`src/rtl/hdd_pkg.sv`:
```
// Constants for the housekeeping delay and debounce block
package hdd_pkg;
  // Register indexes
  localparam logic [7:0] HDD_OFS_PON_CFG  = 8'h0E;
  localparam logic [7:0] HDD_OFS_FLT_CFG  = 8'h0F;
  localparam logic [7:0] HDD_OFS_WARN_CFG = 8'h10;
  // Reset values
  localparam logic [7:0] HDD_PON_RST  = 8'h00;
  localparam logic [7:0] HDD_FLT_RST  = 8'h00;
  localparam logic [7:0] HDD_WARN_RST = 8'h00;
  // Field positions, power_on_pin_config
  localparam int HDD_ON_DLY_LSB  = 0;
  localparam int HDD_PIN_FN_LSB  = 2;
  localparam int HDD_REQ_INV_BIT = 5;
  // Field positions, filter_debounce_config
  localparam int HDD_DEB_LSB     = 0;
  localparam int HDD_FILT_LSB    = 2;
  localparam int HDD_GOOD_FN_LSB = 5;
  // Field positions, off_warning_config
  localparam int HDD_GOOD_INV_BIT = 0;
  localparam int HDD_GOOD_PCH_BIT = 1;
  localparam int HDD_PEN_INV_BIT  = 2;
  localparam int HDD_PEN_PCH_BIT  = 3;
  localparam int HDD_WARN_LSB     = 6;
  // Filter codes
  localparam logic [2:0] HDD_FILT_OV_A = 3'h2;
  localparam logic [2:0] HDD_FILT_OV_B = 3'h4;
  localparam logic [2:0] HDD_FILT_UV_A = 3'h3;
  localparam logic [2:0] HDD_FILT_UV_B = 3'h5;
  // Clock and tick timing
  localparam int HDD_CLK_NS  = 40;
  localparam int HDD_US_NS   = 1000;
  localparam int HDD_MS_NS   = 1000000;
  localparam int HDD_US_CYC  = HDD_US_NS / HDD_CLK_NS;
  localparam int HDD_MS_CYC  = HDD_MS_NS / HDD_CLK_NS;
  // Interval lengths in ticks
  localparam logic [10:0] HDD_DEB_80_MS   = 11'h050;
  localparam logic [10:0] HDD_DEB_40_MS   = 11'h028;
  localparam logic [10:0] HDD_DEB_160_MS  = 11'h0A0;
  localparam logic [10:0] HDD_ON_400_MS   = 11'h190;
  localparam logic [10:0] HDD_ON_200_MS   = 11'h0C8;
  localparam logic [10:0] HDD_ON_800_MS   = 11'h320;
  localparam logic [10:0] HDD_ON_1600_MS  = 11'h640;
  localparam logic [10:0] HDD_WARN_2_MS   = 11'h002;
  localparam logic [10:0] HDD_WARN_1_MS   = 11'h001;
  localparam logic [10:0] HDD_WARN_4_MS   = 11'h004;
  localparam logic [10:0] HDD_OV_FILT_US  = 11'h00F;
  localparam logic [10:0] HDD_UV_FILT_US  = 11'h1C2;
  localparam logic [10:0] HDD_ZERO        = 11'h000;
  // Address pin level codes
  localparam logic [1:0] HDD_ADDR_LOW   = 2'h0;
  localparam logic [1:0] HDD_ADDR_FLOAT = 2'h1;
  localparam logic [1:0] HDD_ADDR_HIGH  = 2'h2;
endpackage

```
`src/rtl/hdd_qual.sv`:
```
// Qualification counter with separate rise and fall intervals
`timescale 1ns/1ps
module hdd_qual
  import hdd_pkg::*;
#(
  parameter int W = 11
) (
  // Clock and reset
  input  wire logic         clk,
  input  wire logic         rst,
  // Time base
  input  wire logic         tick,
  // Condition and intervals
  input  wire logic         din,
  input  wire logic [W-1:0] len_rise,
  input  wire logic [W-1:0] len_fall,
  // Qualified level
  output logic              dout
);
  initial begin
    if (W < 11) $error("hdd_qual width too small for longest interval");
  end

  logic [W-1:0] cnt_r;   // Ticks the condition has held
  logic [W-1:0] len;     // Interval for the pending change
  logic [W-1:0] cnt_inc; // Next count

  assign len     = din ? len_rise : len_fall;
  assign cnt_inc = cnt_r + W'(1);

  // Condition must hold the full interval; a revert clears the count
  always_ff @(posedge clk or posedge rst) begin
    if (rst) begin
      cnt_r <= '0;
      dout  <= 1'b0;
    end else if (din == dout) begin
      cnt_r <= '0;
    end else if (len == '0) begin
      dout  <= din;
    end else if (tick) begin
      if (cnt_inc >= len) begin
        dout  <= din;
        cnt_r <= '0;
      end else begin
        cnt_r <= cnt_inc;
      end
    end
  end
endmodule

```
`src/rtl/hdd_top.sv`:
```
// Housekeeping delay, debounce, fault filter and pin mapping
`timescale 1ns/1ps
module hdd_top
  import hdd_pkg::*;
#(
  parameter int MS_CYCLES = HDD_MS_CYC,          // Cycles per millisecond tick
  parameter int US_CYCLES = HDD_US_CYC,          // Cycles per microsecond tick
  parameter logic [6:0] ADDR_BASE = 7'h58        // Arbitrary base bus address
) (
  // Clock and reset
  input  wire logic       MCLK,
  input  wire logic       RST,
  // Register port from the serial interface
  input  wire logic       REG_WR_EN,
  input  wire logic       REG_RD_EN,
  input  wire logic [7:0] REG_ADDR,
  input  wire logic [7:0] REG_WDATA,
  output logic      [7:0] REG_RDATA,
  // Power-on request pin level
  input  wire logic       POWER_ON_REQUEST_IN,
  // Raw fault comparator outputs
  input  wire logic       OVERVOLTAGE_PROTECT,
  input  wire logic       UNDERVOLTAGE_PROTECT,
  // Address pin level detectors
  input  wire logic       ADDRESS_SELECT_PIN_LO,
  input  wire logic       ADDRESS_SELECT_PIN_HI,
  // Good flag pin, open drain
  output logic            OUTPUT_GOOD_FLAG_O,
  output logic            OUTPUT_GOOD_FLAG_OE_N,
  // Power enable pin, open drain
  output logic            POWER_ENABLE_OUT_O,
  output logic            POWER_ENABLE_OUT_OE_N,
  // Formed serial bus address
  output logic      [6:0] SMB_ADDR
);
  initial begin
    if (MS_CYCLES < 2 || US_CYCLES < 2) $error("hdd_top tick divider too short");
  end

  // Configuration registers
  logic [7:0] pon_cfg_r;   // power_on_pin_config
  logic [7:0] flt_cfg_r;   // filter_debounce_config
  logic [7:0] warn_cfg_r;  // off_warning_config

  // Time base
  logic [31:0] us_cnt_r;   // Microsecond divider
  logic [31:0] ms_cnt_r;   // Millisecond divider
  logic        us_tick_r;  // One-cycle microsecond enable
  logic        ms_tick_r;  // One-cycle millisecond enable

  // Decode of register accesses
  wire wr_pon  = REG_WR_EN && (REG_ADDR == HDD_OFS_PON_CFG);
  wire wr_flt  = REG_WR_EN && (REG_ADDR == HDD_OFS_FLT_CFG);
  wire wr_warn = REG_WR_EN && (REG_ADDR == HDD_OFS_WARN_CFG);
  logic [7:0] rd_mux;      // Read selection, unmapped reads zero
  assign rd_mux = (REG_ADDR == HDD_OFS_PON_CFG)  ? pon_cfg_r  :
                  (REG_ADDR == HDD_OFS_FLT_CFG)  ? flt_cfg_r  :
                  (REG_ADDR == HDD_OFS_WARN_CFG) ? warn_cfg_r : 8'h00;

  // Field extraction
  wire [1:0] on_dly_sel = pon_cfg_r[HDD_ON_DLY_LSB +: 2];
  wire [2:0] pin_fn     = pon_cfg_r[HDD_PIN_FN_LSB +: 3];
  wire       req_inv    = pon_cfg_r[HDD_REQ_INV_BIT];
  wire [1:0] deb_sel    = flt_cfg_r[HDD_DEB_LSB +: 2];
  wire [2:0] filt_sel   = flt_cfg_r[HDD_FILT_LSB +: 3];
  wire [2:0] good_fn    = flt_cfg_r[HDD_GOOD_FN_LSB +: 3];
  wire       good_inv   = warn_cfg_r[HDD_GOOD_INV_BIT];
  wire       good_pch   = warn_cfg_r[HDD_GOOD_PCH_BIT];
  wire       pen_inv    = warn_cfg_r[HDD_PEN_INV_BIT];
  wire       pen_pch    = warn_cfg_r[HDD_PEN_PCH_BIT];
  wire [1:0] warn_sel   = warn_cfg_r[HDD_WARN_LSB +: 2];

  // Map a two-bit code onto four intervals
  function automatic logic [10:0] pick4(input logic [1:0] sel,
                                        input logic [10:0] c0, input logic [10:0] c1,
                                        input logic [10:0] c2, input logic [10:0] c3);
    unique case (sel)
      2'h0: pick4 = c0;
      2'h1: pick4 = c1;
      2'h2: pick4 = c2;
      2'h3: pick4 = c3;
    endcase
  endfunction

  // Interval lengths from the configuration
  wire [10:0] deb_len  = pick4(deb_sel, HDD_DEB_80_MS, HDD_ZERO,
                               HDD_DEB_40_MS, HDD_DEB_160_MS);
  wire [10:0] on_len   = pick4(on_dly_sel, HDD_ON_400_MS, HDD_ON_200_MS,
                               HDD_ON_800_MS, HDD_ON_1600_MS);
  wire [10:0] warn_len = pick4(warn_sel, HDD_WARN_2_MS, HDD_ZERO,
                               HDD_WARN_1_MS, HDD_WARN_4_MS);
  wire        ov_filt  = (filt_sel == HDD_FILT_OV_A) || (filt_sel == HDD_FILT_OV_B);
  wire        uv_filt  = (filt_sel == HDD_FILT_UV_A) || (filt_sel == HDD_FILT_UV_B);
  wire [10:0] ov_len   = ov_filt ? HDD_OV_FILT_US : HDD_ZERO;
  wire [10:0] uv_len   = uv_filt ? HDD_UV_FILT_US : HDD_ZERO;

  // Pin to logical meaning: asserted follows the name
  wire req_pin_in = POWER_ON_REQUEST_IN ^ req_inv;
  // Outside the input function the request pin is ignored and power stays on
  wire req_raw    = (pin_fn[2:1] == 2'b00) ? req_pin_in : 1'b1;

  // Qualified internal signals
  logic req_q;      // Debounced power-on request
  logic ov_q;       // Filtered overvoltage
  logic uv_q;       // Filtered undervoltage
  logic pen_q;      // Power enable, falls after the warning lead
  logic good_q;     // Delayed good status
  wire  fault    = ov_q | uv_q;
  wire  run_req  = req_q & ~fault;
  wire  good_in  = run_req & pen_q;

  // Register writes
  always_ff @(posedge MCLK or posedge RST) begin
    if (RST) begin
      pon_cfg_r  <= HDD_PON_RST;
      flt_cfg_r  <= HDD_FLT_RST;
      warn_cfg_r <= HDD_WARN_RST;
    end else begin
      if (wr_pon)  pon_cfg_r  <= REG_WDATA;
      if (wr_flt)  flt_cfg_r  <= REG_WDATA;
      if (wr_warn) warn_cfg_r <= REG_WDATA;
    end
  end

  // Registered read data, updated on each read strobe
  always_ff @(posedge MCLK or posedge RST) begin
    if (RST) begin
      REG_RDATA <= 8'h00;
    end else if (REG_RD_EN) begin
      REG_RDATA <= rd_mux;
    end
  end

  // Tick dividers; one-cycle enables keep a single clock domain
  always_ff @(posedge MCLK or posedge RST) begin
    if (RST) begin
      us_cnt_r  <= '0;
      ms_cnt_r  <= '0;
      us_tick_r <= 1'b0;
      ms_tick_r <= 1'b0;
    end else begin
      us_tick_r <= (us_cnt_r == 32'(US_CYCLES - 1));
      ms_tick_r <= (ms_cnt_r == 32'(MS_CYCLES - 1));
      us_cnt_r  <= (us_cnt_r == 32'(US_CYCLES - 1)) ? '0 : us_cnt_r + 32'h0000_0001;
      ms_cnt_r  <= (ms_cnt_r == 32'(MS_CYCLES - 1)) ? '0 : ms_cnt_r + 32'h0000_0001;
    end
  end

  // Request debounce in both directions
  hdd_qual #(.W(11)) u_req (
    .clk      (MCLK),
    .rst      (RST),
    .tick     (ms_tick_r),
    .din      (req_raw),
    .len_rise (deb_len),
    .len_fall (deb_len),
    .dout     (req_q)
  );

  // Overvoltage: short pulses rejected, release immediate
  hdd_qual #(.W(11)) u_ov (
    .clk      (MCLK),
    .rst      (RST),
    .tick     (us_tick_r),
    .din      (OVERVOLTAGE_PROTECT),
    .len_rise (ov_len),
    .len_fall (HDD_ZERO),
    .dout     (ov_q)
  );

  // Undervoltage noise filter
  hdd_qual #(.W(11)) u_uv (
    .clk      (MCLK),
    .rst      (RST),
    .tick     (us_tick_r),
    .din      (UNDERVOLTAGE_PROTECT),
    .len_rise (uv_len),
    .len_fall (HDD_ZERO),
    .dout     (uv_q)
  );

  // Power enable holds on for the warning lead after the good flag drops
  hdd_qual #(.W(11)) u_pen (
    .clk      (MCLK),
    .rst      (RST),
    .tick     (ms_tick_r),
    .din      (run_req),
    .len_rise (HDD_ZERO),
    .len_fall (warn_len),
    .dout     (pen_q)
  );

  // Good flag rises after the on delay and falls at once
  hdd_qual #(.W(11)) u_good (
    .clk      (MCLK),
    .rst      (RST),
    .tick     (ms_tick_r),
    .din      (good_in),
    .len_rise (on_len),
    .len_fall (HDD_ZERO),
    .dout     (good_q)
  );

  // Pin drive: N channel pulls low, P channel pushes high, else released
  wire good_fn_on = (good_fn[2:1] == 2'b00);
  wire good_level = (good_fn_on & good_q) ^ good_inv;
  wire pen_level  = pen_q ^ pen_inv;

  // Address pin level: neither detector means floating
  wire [1:0] addr_code = ADDRESS_SELECT_PIN_LO ? HDD_ADDR_LOW  :
                         ADDRESS_SELECT_PIN_HI ? HDD_ADDR_HIGH : HDD_ADDR_FLOAT;

  // Output flip-flops; released pins keep their output level driven too
  always_ff @(posedge MCLK or posedge RST) begin
    if (RST) begin
      OUTPUT_GOOD_FLAG_O    <= 1'b0;
      OUTPUT_GOOD_FLAG_OE_N <= 1'b0;
      POWER_ENABLE_OUT_O    <= 1'b0;
      POWER_ENABLE_OUT_OE_N <= 1'b0;
      SMB_ADDR              <= ADDR_BASE;
    end else begin
      OUTPUT_GOOD_FLAG_O    <= good_pch;
      OUTPUT_GOOD_FLAG_OE_N <= good_pch ? ~good_level : good_level;
      POWER_ENABLE_OUT_O    <= pen_pch;
      POWER_ENABLE_OUT_OE_N <= pen_pch ? ~pen_level : pen_level;
      SMB_ADDR              <= ADDR_BASE | {5'h00, addr_code};
    end
  end
endmodule

```
`config.mk`:
```
export PLATFORM = sky130hd
export DESIGN_NAME = hdd_top
export DESIGN_NICKNAME = d
export VERILOG_FILES = /design/src/rtl/hdd_pkg.sv /design/src/rtl/hdd_qual.sv /design/src/rtl/hdd_top.sv
export SDC_FILE = /design/constraint.sdc
export NUM_CORES = 1
export LEC_CHECK = 0
export ABC_AREA = 0
export BUFFER_PORTS_ARGS = -buffer_cell sky130_fd_sc_hd__buf_2
export CORE_UTILIZATION = 35
export CTS_CLUSTER_SIZE = 12
export DETAILED_ROUTE_END_ITERATION = 10
export GPL_TIMING_DRIVEN = 1
export PLACE_DENSITY_LB_ADDON = 0.05
export SLEW_MARGIN = 20
export SYNTH_ARGS = -nofsm -noshare
export SYNTH_HDL_FRONTEND = slang
export SYNTH_HIERARCHICAL = 1
export SYNTH_SLANG_ARGS = --single-unit
```
`constraint.sdc`:
```
create_clock -name MCLK -period 2.9 [get_ports MCLK]
set_clock_uncertainty 0.1 [all_clocks]
set_input_delay 0.145 -clock MCLK [delete_from_list [all_inputs] [get_ports MCLK]]
set_output_delay 0.145 -clock MCLK [all_outputs]
set_load 0.1 [all_outputs]
```
After elaboration in Yosys (flattened, before gate mapping)
Index checks and enable logic that the tools add are counted.
{"block": "totals", "regBits": 164, "out_inout_bits": 19, "wordCells": 172}
{"block": "classes", "n_addsub": 7, "order_cmp": 5, "eq_ne": 28, "n_mux": 54, "bitwise_logic": 15, "reduce_logical": 40}
{"cell": "$mux W11", "n": 22}
{"cell": "$pmux W11 S4", "n": 3}
{"cell": "$add A32 B1 Y32 const B", "n": 2}
{"cell": "$mux W32", "n": 2}
{"cell": "$add A11 B1 Y11 const B", "n": 5}
{"cell": "$ge A11 B11 Y1", "n": 5}
{"cell": "$logic_not A11 Y1", "n": 5}
{"cell": "$eq A32 B15 Y1 const B", "n": 1}
{"cell": "$eq A32 B5 Y1 const B", "n": 1}
{"cell": "$reduce_bool A2 Y1", "n": 15}
{"cell": "$mux W8", "n": 3}
{"cell": "$mux W1", "n": 18}
{"cell": "$mux W9", "n": 2}
{"cell": "$eq A8 B4 Y1 const B", "n": 2}
{"cell": "$reduce_and A3 Y1", "n": 5}
{"cell": "$eq A2 B2 Y1 const B", "n": 6}
{"cell": "$logic_not A2 Y1", "n": 5}
{"cell": "$ne A2 B1 Y1 const B", "n": 5}
{"cell": "$reduce_and A2 Y1", "n": 5}
{"cell": "$eq A8 B5 Y1 const B", "n": 1}
{"cell": "$mux W4", "n": 2}
{"cell": "$not A1 Y1", "n": 8}
{"cell": "$eq A2 B1 Y1 const B", "n": 3}
{"cell": "$eq A3 B2 Y1 const B", "n": 2}
{"cell": "8 further kinds", "n": 21}

Logic depth before layout (Yosys ltp)
{"block": "logic_depth", "depth_word": 10, "depth_mapped": 12, "ltp_nobuf": 12}

By module
The synthesis kept the hierarchy.
{"module": "hdd_top", "n_inst": 1, "cells_per_inst": 429, "area_each_um2": 4779.6}
{"module": "hdd_qual at u_ov ...", "n_inst": 3, "cells_per_inst": 115, "area_each_um2": 1138.6}
{"module": "hdd_qual at u_req", "n_inst": 1, "cells_per_inst": 132, "area_each_um2": 1143.6}
{"module": "hdd_qual at u_good", "n_inst": 1, "cells_per_inst": 117, "area_each_um2": 1136.1}

Worst setup path after synthesis
OpenSTA, ideal clock, no wires.
{"block": "synth_path", "path_kind": "reg2reg", "startpoint": "register u_uv.dout", "endpoint": "register u_good.cnt_r[1]", "setup_ps": 67, "t_arrival_ps": 3028, "required_time_ps": 2733, "path_slack_ps": -296, "path_stages_with_launch": 13, "n_path_buf": 3, "period_less_slack_ps": 3196, "cell_sequence": "dfrtp_1 > nor3b_1 > and2_1 > buf_6 > clkbuf_1 > mux2i_1 > ha_1 > a211oi_1 > nor2_1 > a2111oi_1 > and2_1 > clkbuf_2 > a32o_1"}
{"block": "synth_between", "elab_chain_cells": 10, "word_cells_on_any_way": 15, "classes_between": "order compare (1); eq/ne (2); mux (5); bitwise (4); reduce/logical (3)"}
{"item": "start: declaration", "line": "hdd_qual.sv:18", "rtl": "output logic dout"}
{"item": "start signal: assignment", "line": "hdd_qual.sv:39", "rtl": "dout <= din;"}
{"item": "start signal: assignment", "line": "hdd_qual.sv:42", "rtl": "dout <= din;"}
{"item": "$or A1 B1 Y1 (*)", "line": "hdd_top.sv:108", "rtl": "wire fault = ov_q | uv_q;"}
{"item": "$not A1 Y1 (*)", "line": "hdd_top.sv:109", "rtl": "wire run_req = req_q & ~fault;"}
{"item": "$and A1 B1 Y1 (*)", "line": "hdd_top.sv:109"}
{"item": "named net run_req", "line": "hdd_top.sv:109"}
{"item": "$and A1 B1 Y1 (*)", "line": "hdd_top.sv:110", "rtl": "wire good_in = run_req & pen_q;"}
{"item": "named net good_in", "line": "hdd_top.sv:110"}
{"item": "$mux W11", "line": "hdd_qual.sv:28", "rtl": "assign len = din ? len_rise : len_fall;"}
{"item": "$ge A11 B11 Y1", "line": "hdd_qual.sv:41", "rtl": "if (cnt_inc >= len) begin"}
{"item": "$mux W11", "line": "hdd_qual.sv:41"}
{"item": "$mux W11", "line": "hdd_qual.sv:40", "rtl": "end else if (tick) begin"}
{"item": "$mux W11", "line": "hdd_qual.sv:38", "rtl": "end else if (len == '0) begin"}
{"item": "$mux W11", "line": "hdd_qual.sv:36", "rtl": "end else if (din == dout) begin"}
{"item": "end signal: assignment", "line": "hdd_qual.sv:45", "rtl": "cnt_r <= cnt_inc;"}
{"item": "end: declaration", "line": "hdd_qual.sv:24", "rtl": "logic [W-1:0] cnt_r;"}
The timed path passes the listed nets; every way through them passes the cells marked *. The select of a mux whose other input is x is not followed.
A chain may end at the register's enable or synchronous reset.

Worst setup path after layout
{"block": "layout_path", "startpoint": "register u_uv.dout", "endpoint": "register u_pen.dout"}
{"block": "layout_between", "elab_chain_cells": 7, "word_cells_on_any_way": 14, "classes_between": "order compare (1); eq/ne (1); mux (4); bitwise (4); reduce/logical (4)"}
{"item": "$or A1 B1 Y1 (*)", "line": "hdd_top.sv:108"}
{"item": "$not A1 Y1 (*)", "line": "hdd_top.sv:109"}
{"item": "$and A1 B1 Y1 (*)", "line": "hdd_top.sv:109"}
{"item": "named net run_req", "line": "hdd_top.sv:109"}
{"item": "$mux W11", "line": "hdd_qual.sv:28"}
{"item": "$ge A11 B11 Y1 / $logic_not A11 Y1 (equally long branches)", "line": "hdd_qual.sv:41, hdd_qual.sv:38"}
{"item": "$reduce_bool A2 Y1 (no source line)"}
{"item": "$reduce_and A3 Y1 (no source line)"}
{"item": "end signal: assignment", "line": "hdd_qual.sv:39"}
{"item": "end signal: assignment", "line": "hdd_qual.sv:42"}
{"item": "end: declaration", "line": "hdd_qual.sv:18"}
Marked as above.

==> results by group <==
Detailed routing
  • Avg Vias per Cell: 4.77
  • DR WL/cell: ~14 um
  • TritonRoute pass-1 iters: 4
  • Vias: roughly 8000
  • Post-route ant nets: 0
  • Starting DRT DRC Count: ~370
  • DRC: 0
  • Total Routed Length: around 24000 um

Synth
  • Cell taking the most area after synthesis: dfrtp_1
  • Synth area leaders: dfrtp_1 39%, ha_1 7.5%, xnor2_1 6.9%, mux2i_1 5.4%, mux2_2 3.5%
  • Sequential cell area fraction in the yosys report: around two fifths
  • Syn Std Cell Area: 10500 um^2
  • Syn_area_per_cell: around 10 um^2
  • Top FF cell, synth: dfrtp_1
  • Post-synth cell types: a little over 70
  • Synthesized flop and latch total: around 160
  • Share of the synthesized area in the top cell type: between 30% and 40%
  • Async S/R FF share, synth: 100%
  • EDFF count, synth: 0
  • YS warnings: 6
  • Mapped Cells: around 1000

Placement
  • Port buffer count: 38
  • DP Wirelength: between 15000 and 20000 um
  • Post-DP Area: about 12000 um^2
  • RD Place Congestion: roughly 0.78

Floorplanning
  • Ports: 44
  • Die width: 175 um
  • Die height: 175 um
  • Die area: slightly above 30000 um^2
  • Row count: between 60 and 70
  • Core Area: ~29000 um^2
  • Initial core utilization: between 30% and 40%

Finish
  • Final #Nets: roughly 1400
  • Fin area: roughly 13000 um^2
  • FF/Latch Area: around 4100 um^2
  • Commonest non-fill, non-tap cell in the layout: dfrtp_1
  • Most frequent cells in the layout: 164 x dfrtp_1, 160 x conb_1, 90 x nand2_1, 77 x xnor2_1, 62 x ha_1
  • Diodes inserted: 0
  • Area Overhead vs Synth: 22.3%
  • Area taken by multi-input logic gates: roughly 6800 um^2
  • Fill count: 2870
  • Layout cell share with drive strength beyond 1: between 10% and 20%

STA
  • Worst slew pin tran: between 700 and 800 ps
  • Final period util: between 90% and 100%
  • Final Hold Viols: 0
  • Final setup viols: 0
  • RSZ-0062 raised after global routing: false
  • Worst slew margin relative to its limit: roughly half
  • Max Slew Vio Count: 0
  • Worst hold margin: ~150 ps
  • Min Clock Period, post-route: 2760 ps
  • Max Freq: about 360 MHz

CTS
  • TritonCTS clock tree: done
  • CTS Buf Count: 17
  • Clk pin slew, worst setup/hold paths: 70 ps
  • Clk Latency, worst-skew pair: 430 ps
  • CTS max path bufs: 2
  • H-Tree Level Count: 4
  • CTS root buf: clkbuf_16
  • CTS sink count: approximately 160

Critical path
  • R2r worst-path depth: 10
  • Crit. End Element: register
  • Reg2reg end: u_pen/dout
  • Crit path kind: register to register
  • FF-to-FF Start: u_uv/dout
  • Crit-path max FO: 19
  • R2r setup slk: ~140 ps
  • Critical path data arrival time: between 2000 and 3000 ps
  • Required @ worst endpoint: slightly above 3000 ps
  • CP Launch Type: register

Power and ir drop
  • Power per cell area: approximately 400 nW/um^2
  • Leak pwr: 0.00607 uW
  • Worst VDD drop: slightly below 0.4 mV

GRT
  • Initial antenna violation count: 1
  • First-pass GRT wire length: between 30000 and 40000 um
  • Total track usage: 16.4%
  • Pin count of the biggest net entering global routing: between 90 and 100
  • Vias in the first global route: 7817
  • Grt ovf: 0

Worst hold path
  • Worst Hold Class: input port to register
  • WHS Path Cells: 3
  • Hold endpoint: REG_RDATA[5]
  • Hold Startpoint: REG_ADDR[0]

Status
  • Status: finished, final reports clean

Run
  • Maxcap violations: 0
==> cell usage after synthesis (10+ instances only) <==
library cell    n
nand2_1        90
xnor2_1        82
o21ai_0        10
a21oi_1        32
buf_6          10
a22o_1         29
nand4_1        39
mux2i_1        56
inv_1          31
mux2_2         33
nand3_1        47
ha_1           63
xor2_1         31
dfrtp_1       164
nor2_1         55
and3_1         19
and2_1         12
nor3_1         24
nor2b_1        12
nor4_1         24
==> final cells by class <==
type / count / area share (%)
multi-input combinational: 951 / 52.7
sequential: 164 / 32.0
timing repair buffer: 108 / 6.06
clock inverter: 13 / 1.16
clock buffer: 19 / 3.38
inverter: 31 / 0.937
tap: 384 / 3.75
==> where the power goes <==
group	total [uW]	internal, uW	switching [uW]	leakage [uW]
logic	531	169	362	0.00355
registers	2340	2310	20.9	0.00225
clock network	2290	1280	1010	0.000263
total	5150	3760	1390	0.00607
==> logic make-up (layout without fill, tap and decap cells) <==
kind of cell / after synthesis / in the layout / synth area share (%)
multiplexers: 93 / 93 / 9.36
XOR/XNOR: 113 / 113 / 9.45
adder cells (fa/ha/maj): 63 / 63 / 7.53
AO/OA/AOI/OAI: 145 / 145 / 11.3
AND/OR/NAND/NOR: 377 / 377 / 19.6
flip-flops: 164 / 164 / 39.2
buffers and inverters: 66 / 171 / 3.48
other: 2 / 160 / 0.0717
==> state kept, by name, summed over array words and instances, names as in the netlist, 8 cells and up <==
name and flops:
ms_cnt_r 32, u_uv/cnt_r 11, pon_cfg_r 8, REG_RDATA 8, us_cnt_r 32, warn_cfg_r 8, flt_cfg_r 8, u_ov/cnt_r 11
u_req/cnt_r 11, u_pen/cnt_r 11, u_good/cnt_r 11
==> per-layer routing <==
metal / share of wire [%] / track usage, % / wire length, um / vias up
li1: - / - / - / 4101
met2: 47 / 26.6 / 11000 / 69
met1: 50 / 22.4 / 11900 / 3784
met3: 2.3 / 3.15 / 536 / 11
met5: 0.047 / 0 / 11 / -
met4: 0.74 / 3.91 / 174 / 2
==> critical path: stages, from the launching register on <==
cell and delay, ps:
dfrtp_1 400, nor3b_4 320, buf_12 210, mux2_2 340, ha_1 260, nor2b_1 100, o21ai_0 110, a221oi_2 230
buf_4 180, o21ai_1 70, mux2_1 310
==> how the worst max path moves through the flow <==
stage | from | endpoint | slack, ps
6_report | u_uv/dout | u_pen/dout | 140
3_5_place_dp | u_good/cnt_r[1] | u_good/cnt_r[9] | -80
4_1_cts | u_uv/dout | u_good/cnt_r[4] | 10
5_1_grt | u_good/cnt_r[1] | u_good/dout | 0.6
3_3_place_gp | u_uv/dout | u_good/cnt_r[9] | -60
2_1_floorplan | pon_cfg_r[5] | u_req/dout | 10
==> what timing repair did <==
item                       in CTS  in global routing
hold endpoints to repair       94                  0
gates resized for setup         2                 30
hold buffers                   13                  0
setup endpoints to repair       8                 39
pin swaps                       1                 13
buffers inserted                0                  5
==> metrics by stage <==
step / power, uW / setup TNS, ps / worst slack, ps / utilization, % / std cells
6_report: 5150 / 0 / 141 / 44.1 / 1670
5_1_grt: 5390 / 0 / 0.559 / 44.1 / 1670
4_1_cts: 5240 / 0 / 10.5 / 43.4 / 1665
3_5_place_dp: 2890 / -576 / -81.0 / 40.9 / 1620
3_3_place_gp: 2890 / -454 / -59.7 / 40.9 / 1620
2_1_floorplan: 2780 / 0 / 10.1 / - / 1181
No activity file was read; power rests on OpenSTA's default activity.
